**src/lsc_params.svh**
```systemverilog
`ifndef LSC_PARAMS_SVH
`define LSC_PARAMS_SVH

`define LSC_ADDR_UPPER        6'h24
`define LSC_CLK_MHZ           100
`define LSC_TERM_PULSE_MS     100
`define LSC_TERM_PULSE_CYC    (`LSC_TERM_PULSE_MS * 1000 * `LSC_CLK_MHZ)
`define LSC_UPDATE_DELAY_US   10
`define LSC_UPDATE_DELAY_CYC  (`LSC_UPDATE_DELAY_US * `LSC_CLK_MHZ)
`define LSC_CNT_W             24
`define LSC_NUM_IN_CH         8
`define LSC_GRP_CH            4
`define LSC_RST_HS_ENABLE     1'h1
`define LSC_RST_HS_SELECT     1'h0
`define LSC_RST_AUX_ENABLE    1'h1
`define LSC_RST_AUX_SELECT    1'h0
`define LSC_RST_TERM_PULSE    8'h00
`define LSC_RST_TERM_OFF      1'h0
`define LSC_RST_TERM_CONNECT  8'hFF
`define LSC_RST_EQ            8'h00
`define LSC_RST_OUT_TERM_ON   1'h1
`define LSC_RST_OUT_CURRENT   1'h1
`define LSC_RST_PREEMPH       2'h0

`endif

```
**src/lsc_pkg.sv**
```systemverilog
package lsc_pkg;
  typedef struct packed {
    logic       hs_switch_enable;
    logic       hs_source_select;
    logic       aux_switch_enable;
    logic       aux_source_select;
    logic [7:0] input_term_pulse;
    logic       input_term_off;
    logic [7:0] input_equalizer_level;
    logic       output_term_on;
    logic       output_current_level;
    logic [1:0] output_preemphasis_level;
  } lsc_cfg_type;

  typedef enum logic [0:0] {
    LSC_IDLE   = 1'b0,
    LSC_WINDOW = 1'b1
  } lsc_upd_type;
endpackage

```
**src/lsc_switch_ctrl.sv**
```systemverilog
`timescale 1ns/10ps
`include "lsc_params.svh"
module lsc_switch_ctrl #(
  parameter int unsigned PULSE_CYC  = `LSC_TERM_PULSE_CYC,
  parameter int unsigned UPDATE_CYC = `LSC_UPDATE_DELAY_CYC
) (
  input  wire logic                 mclk,
  input  wire logic                 reset_n,
  input  wire logic                 addr_select_pin,
  input  wire logic [6:0]           bus_addr,
  input  wire logic                 wr_strobe,
  input  wire lsc_pkg::lsc_cfg_type wr_cfg,
  output logic                      addr_match,
  output lsc_pkg::lsc_cfg_type      shadow_cfg,
  output lsc_pkg::lsc_cfg_type      active_cfg,
  output logic                      update_pending,
  output logic [3:0]                hs_out_enable,
  output logic [3:0]                hs_route_b,
  output logic [7:0]                input_term_connect,
  output logic [7:0]                input_eq_12db,
  output logic                      out_term_connect,
  output logic                      out_current_20ma,
  output logic [1:0]                out_preemphasis,
  output logic                      aux_route_b,
  output logic                      aux_connect
);
  localparam lsc_pkg::lsc_cfg_type RST_CFG = '{
    hs_switch_enable:         `LSC_RST_HS_ENABLE,
    hs_source_select:         `LSC_RST_HS_SELECT,
    aux_switch_enable:        `LSC_RST_AUX_ENABLE,
    aux_source_select:        `LSC_RST_AUX_SELECT,
    input_term_pulse:         `LSC_RST_TERM_PULSE,
    input_term_off:           `LSC_RST_TERM_OFF,
    input_equalizer_level:    `LSC_RST_EQ,
    output_term_on:           `LSC_RST_OUT_TERM_ON,
    output_current_level:     `LSC_RST_OUT_CURRENT,
    output_preemphasis_level: `LSC_RST_PREEMPH
  };

  logic                  sel_meta_ff;
  logic                  sel_sync_ff;
  logic                  match_ff;
  logic                  nxt_match;
  lsc_pkg::lsc_cfg_type  shadow_ff;
  lsc_pkg::lsc_cfg_type  nxt_shadow;
  lsc_pkg::lsc_cfg_type  active_ff;
  lsc_pkg::lsc_cfg_type  nxt_active;
  lsc_pkg::lsc_upd_type  state_ff;
  lsc_pkg::lsc_upd_type  nxt_state;
  logic [`LSC_CNT_W-1:0] win_ff;
  logic [`LSC_CNT_W-1:0] nxt_win;
  logic                  pulse_start;
  logic                  pulse_active;
  logic [3:0]            hs_switch_enable_ff;
  logic [3:0]            nxt_hs_switch_enable;
  logic [3:0]            hs_b_ff;
  logic [3:0]            nxt_hs_b;
  logic [7:0]            term_ff;
  logic [7:0]            nxt_term;
  logic [7:0]            eq_ff;
  logic [7:0]            nxt_eq;
  logic                  oterm_ff;
  logic                  nxt_oterm;
  logic                  ocur_ff;
  logic                  nxt_ocur;
  logic [1:0]            pe_ff;
  logic [1:0]            nxt_pe;
  logic                  aux_b_ff;
  logic                  nxt_aux_b;
  logic                  aux_en_ff;
  logic                  nxt_aux_en;

  function automatic logic [3:0] lsc_fan4(input logic v);
    lsc_fan4 = {4{v}};
  endfunction

  always_ff @(posedge mclk or negedge reset_n) begin
    if (!reset_n) begin
      sel_meta_ff <= 1'b0;
      sel_sync_ff <= 1'b0;
    end else begin
      sel_meta_ff <= addr_select_pin;
      sel_sync_ff <= sel_meta_ff;
    end
  end

  always_comb begin
    nxt_match = (bus_addr == {`LSC_ADDR_UPPER, sel_sync_ff});
  end

  // shadow holds written values; active takes an idle write at once and, at window end, a same-cycle write or else the shadow
  always_comb begin
    nxt_shadow  = shadow_ff;
    nxt_active  = active_ff;
    nxt_state   = state_ff;
    nxt_win     = win_ff;
    pulse_start = 1'b0;
    if (wr_strobe) begin
      nxt_shadow = wr_cfg;
    end
    unique case (state_ff)
      lsc_pkg::LSC_IDLE: begin
        if (wr_strobe) begin
          nxt_active  = wr_cfg;
          pulse_start = (wr_cfg.hs_source_select != active_ff.hs_source_select);
          nxt_state   = lsc_pkg::LSC_WINDOW;
          nxt_win     = `LSC_CNT_W'(UPDATE_CYC - 1);
        end
      end
      lsc_pkg::LSC_WINDOW: begin
        if (win_ff == '0) begin
          nxt_active  = wr_strobe ? wr_cfg : shadow_ff;
          pulse_start = (nxt_active.hs_source_select != active_ff.hs_source_select);
          nxt_state   = lsc_pkg::LSC_IDLE;
        end else begin
          nxt_win = win_ff - `LSC_CNT_W'(1);
        end
      end
    endcase
  end

  always_ff @(posedge mclk or negedge reset_n) begin
    if (!reset_n) begin
      shadow_ff <= RST_CFG;
      active_ff <= RST_CFG;
      state_ff  <= lsc_pkg::LSC_IDLE;
      win_ff    <= '0;
      match_ff  <= 1'b0;
    end else begin
      shadow_ff <= nxt_shadow;
      active_ff <= nxt_active;
      state_ff  <= nxt_state;
      win_ff    <= nxt_win;
      match_ff  <= nxt_match;
    end
  end

  lsc_term_pulse #(
    .PULSE_CYC (PULSE_CYC)
  ) u_pulse (
    .mclk    (mclk),
    .reset_n (reset_n),
    .start   (pulse_start),
    .active  (pulse_active)
  );

  // analog controls, registered so every output leaves a flip-flop
  always_comb begin
    nxt_hs_switch_enable  = lsc_fan4(active_ff.hs_switch_enable);
    nxt_hs_b   = lsc_fan4(active_ff.hs_source_select);
    nxt_term   = {`LSC_NUM_IN_CH{~active_ff.input_term_off}}
               & ~({`LSC_NUM_IN_CH{pulse_active}} & active_ff.input_term_pulse);
    nxt_eq     = active_ff.input_equalizer_level;
    nxt_oterm  = active_ff.output_term_on;
    nxt_ocur   = active_ff.output_current_level;
    nxt_pe     = active_ff.output_preemphasis_level;
    nxt_aux_b  = active_ff.aux_source_select;
    nxt_aux_en = active_ff.aux_switch_enable;
  end

  always_ff @(posedge mclk or negedge reset_n) begin
    if (!reset_n) begin
      hs_switch_enable_ff  <= {4{`LSC_RST_HS_ENABLE}};
      hs_b_ff   <= {4{`LSC_RST_HS_SELECT}};
      term_ff   <= `LSC_RST_TERM_CONNECT;
      eq_ff     <= `LSC_RST_EQ;
      oterm_ff  <= `LSC_RST_OUT_TERM_ON;
      ocur_ff   <= `LSC_RST_OUT_CURRENT;
      pe_ff     <= `LSC_RST_PREEMPH;
      aux_b_ff  <= `LSC_RST_AUX_SELECT;
      aux_en_ff <= `LSC_RST_AUX_ENABLE;
    end else begin
      hs_switch_enable_ff  <= nxt_hs_switch_enable;
      hs_b_ff   <= nxt_hs_b;
      term_ff   <= nxt_term;
      eq_ff     <= nxt_eq;
      oterm_ff  <= nxt_oterm;
      ocur_ff   <= nxt_ocur;
      pe_ff     <= nxt_pe;
      aux_b_ff  <= nxt_aux_b;
      aux_en_ff <= nxt_aux_en;
    end
  end

  assign addr_match         = match_ff;
  assign shadow_cfg         = shadow_ff;
  assign active_cfg         = active_ff;
  assign update_pending     = (state_ff == lsc_pkg::LSC_WINDOW);
  assign hs_out_enable      = hs_switch_enable_ff;
  assign hs_route_b         = hs_b_ff;
  assign input_term_connect = term_ff;
  assign input_eq_12db      = eq_ff;
  assign out_term_connect   = oterm_ff;
  assign out_current_20ma   = ocur_ff;
  assign out_preemphasis    = pe_ff;
  assign aux_route_b        = aux_b_ff;
  assign aux_connect        = aux_en_ff;
endmodule

```
**src/lsc_term_pulse.sv**
```systemverilog
`timescale 1ns/10ps
`include "lsc_params.svh"
module lsc_term_pulse #(
  parameter int unsigned PULSE_CYC = `LSC_TERM_PULSE_CYC
) (
  input  wire logic       mclk,
  input  wire logic       reset_n,
  input  wire logic       start,
  output logic            active
);
  logic [`LSC_CNT_W-1:0] cnt_ff;
  logic [`LSC_CNT_W-1:0] nxt_cnt;
  logic                  active_ff;
  logic                  nxt_active;

  always_comb begin
    nxt_cnt    = cnt_ff;
    nxt_active = active_ff;
    if (start) begin
      nxt_cnt    = `LSC_CNT_W'(PULSE_CYC - 1);
      nxt_active = 1'b1;
    end else if (active_ff) begin
      if (cnt_ff == '0) begin
        nxt_active = 1'b0;
      end else begin
        nxt_cnt = cnt_ff - `LSC_CNT_W'(1);
      end
    end
  end

  always_ff @(posedge mclk or negedge reset_n) begin
    if (!reset_n) begin
      cnt_ff    <= '0;
      active_ff <= 1'b0;
    end else begin
      cnt_ff    <= nxt_cnt;
      active_ff <= nxt_active;
    end
  end

  assign active = active_ff;
endmodule

```
**config.mk**
```make
export PLATFORM = sky130hd
export DESIGN_NAME = lsc_switch_ctrl
export DESIGN_NICKNAME = d
export VERILOG_FILES = /design/src/lsc_pkg.sv /design/src/lsc_switch_ctrl.sv /design/src/lsc_term_pulse.sv
export VERILOG_INCLUDE_DIRS = /design/src
export SDC_FILE = /design/constraint.sdc
export NUM_CORES = 1
export LEC_CHECK = 0
export BUFFER_PORTS_ARGS = -buffer_cell sky130_fd_sc_hd__buf_2
export CAP_MARGIN = 25
export CORE_UTILIZATION = 55
export CTS_CLUSTER_SIZE = 40
export DETAILED_ROUTE_END_ITERATION = 8
export PLACE_DENSITY = 0.8
export SYNTH_ARGS = -nofsm -noshare
export SYNTH_HDL_FRONTEND = slang
export SYNTH_SLANG_ARGS = --single-unit
```
**constraint.sdc**
```tcl
create_clock -name mclk -period 2.9 [get_ports mclk]
set_input_delay 0.145 -clock mclk [delete_from_list [all_inputs] [get_ports mclk]]
set_output_delay 0.145 -clock mclk [all_outputs]
set_load 0.01 [all_outputs]
```
==> results.ini <==
[outcome]
status=finished, final reports clean

[global_routing]
track_usage_pct=28.4
antenna_found_initial=0
grt_overflow=0
grt_pass1_vias=4635
grt_pass1_wl_mm=22.9
grt_max_degree=67

[timing]
finalHoldViolCount=0
fin_crit_sh_pct=91.7
tightestPinTransition_ns=0.994
clock_skew_ns=0.0118
whs_ns=0.218
timing.fmax_ghz=0.376
relSlewSlack_pct=33.7
layout_min_cycle_time_ns=2.66
finalMaxSlewViolations=0
setup_viol=0
setup_tns_ns=0
worst_slack_ns=0.242
rsz0062_at_grt=false

[cts]
cts.reportedPaths.clkPinSlew_ns=0.06
numCtsBuffers=17
htreeDepth=4
cts_buffer_depth=2
clock_sinks=127
cts_resized=0
cts_root_buf=clkbuf_8
cts_hold_buf=29
clkLatencyLatePin_ns=0.52
cts_tree=built
cts_setup_buffers=0

[die]
start_util_pct=57.4
die_area_um2=10700
core_um2=9860
die_w_um=103
die_h_um=103
fp-row-count=36
io_pins=118

[critical_path]
critPathLaunch=win_ff[6]$_DFFE_PN0P_
reg2reg_from=win_ff[6]$_DFFE_PN0P_
critPathMaxStageDelay_ns=0.60
cp-end-kind=register
path_class=reg2reg
worstPathMaxFanout=11
cp.arrival_ns=3.09
crit_chain=nor4_1 -> and4_1 -> nand2_1 -> or4_1 -> mux2i_1
critical-path-slowest-cell=or4_1
cp-start-kind=register
cp.required_ns=3.33

[drt]
ant_nets=0
vias=4691
wl_mm=14.6
drt-wirelength-per-cell_um=18.4
first_pass_iters=5
drt_iter0_drc=283
drc=0
vias_per_cell=5.92

[synthesis]
synth_area_um2=5660
ys_types=56
seq_area_frac_synth_pct=56.6
synth-seq-cells=127
yosysWarnings=0
netlist.top_cell.by_area=dfrtp_1
synth_edf_count=0
synth_top_flop_cell=dfrtp_1
syn_inst=502
synthTopCellsByArea=dfrtp_1 (47%), dfstp_2 (9.3%), mux2i_1 (5.3%)
synth.most_common_cell=dfrtp_1
synth_nets=541
synth_commonest_cells=dfrtp_1 (107), nand2_1 (54), o21ai_0 (35)
avgSynthCellArea_um2=11.3
synth_top_area_share_pct=47.3
async_reset_ff_share_pct=100

[min_path]
hold_start=wr_strobe
holdCritPathClass=in2reg

[placed_design]
post_dp_cell_area_um2=6350
io_buffers=117
place_hpwl_mm=8.82
place.gp.congestion=0.866
dp_slack_ns=0.331

[layout]
final_area_um2=7240
drive_gt1_share_pct=32.4
synthToLayoutAreaGrowth_pct=27.9
antennaDiodeCount=0
final_net_count=686
final.fill_count=627

[flow_run]
drv_cap=0

[pwr]
leakage_nw=3.37
vdd_ir_drop_max_mv=0.463
total_power_mw=5.21
power_density_nw_per_um2=721

## final cells by class
class	instances	area (µm²)	share of cell area, %
well taps	133	166	2.30
flip-flops and latches	127	3200	44.3
clock buffers	18	418	5.78
multi-input cells	334	2270	31.3
repair buffers	158	968	13.4
clock inverters	14	179	2.47
inverters	9	33.8	0.467
## sequential cells by signal, summed over array words and instances, names as in the netlist, 2 cells and up
| name | cells |
|---|---|
| active_cfg | 11 |
| nxt_eq | 8 |
| shadow_cfg | 25 |
| input_eq_12db | 8 |
| nxt_pe | 2 |
| win_ff | 24 |
| u_pulse.cnt_ff | 24 |
| out_preemphasis | 2 |
| input_term_connect | 8 |
## routing by layer
layer | track usage (%) | wire (µm)
met2 | 48.9 | 7640
met3 | 6.52 | 825
met1 | 34.3 | 5730
met5 | 0 | 0
met4 | 12.7 | 421
## logic make-up (layout without fill, tap and decap cells)
| family | Yosys count | after routing | share of synthesized area, % |
|---|---|---|---|
| AOI/OAI and AO/OA | 95 | 95 | 10.8 |
| xor gates and xnor gates | 20 | 20 | 3.10 |
| adders and majority gates | 3 | 3 | 0.663 |
| buffers and inverters | 41 | 199 | 3.56 |
| DFF | 127 | 127 | 56.6 |
| muxes | 55 | 55 | 10.3 |
| and+or+nand+nor | 161 | 161 | 15.0 |
## worst max-delay path: cells and delay by family, from the launching register on
kind	cells	cell delay (ns)
simple gates	4	1.94
flops	1	0.43
mux	1	0.20
## final timing paths
path	to	slack, ns	depth (start not counted)
max reg2reg	win_ff[23]$_DFFE_PN0P_	0.24	5
min reg2reg	sel_sync_ff$_DFF_PN0_	0.37	0
max in group asynchronous	hs_out_enable[0]$_DFF_PN1_	1.68	3
min in group asynchronous	u_pulse.cnt_ff[21]$_DFFE_PN0P_	0.27	2
min	shadow_cfg[2]$_DFF_PN1_	0.22	2
max	win_ff[23]$_DFFE_PN0P_	0.24	5
## metrics by stage
step	util [%]	cells
4_1_cts	73.4	793
3_3_place_gp	64.4	732
5_1_grt	73.4	793
6_report	73.4	793
3_5_place_dp	64.4	732
2_1_floorplan	-	502
## cell usage in the layout (no fill, tap or decap), drive strengths merged, types with 15 or more instances in the layout
cell type / instances
inv: 15
o21ai: 37
nand2: 54
nor2: 23
clkbuf: 18
dfstp: 20
mux2i: 30
a21oi: 19
mux2: 25
buf: 129
dfrtp: 107
dlygate4sd3: 29
## power by group
group	internal [mW]	switching [mW]
Clock	1.33	0.832
Combinational	0.358	0.453
Sequential	2.04	0.208
Total	3.72	1.49
Power figures use the tool's default switching activity.
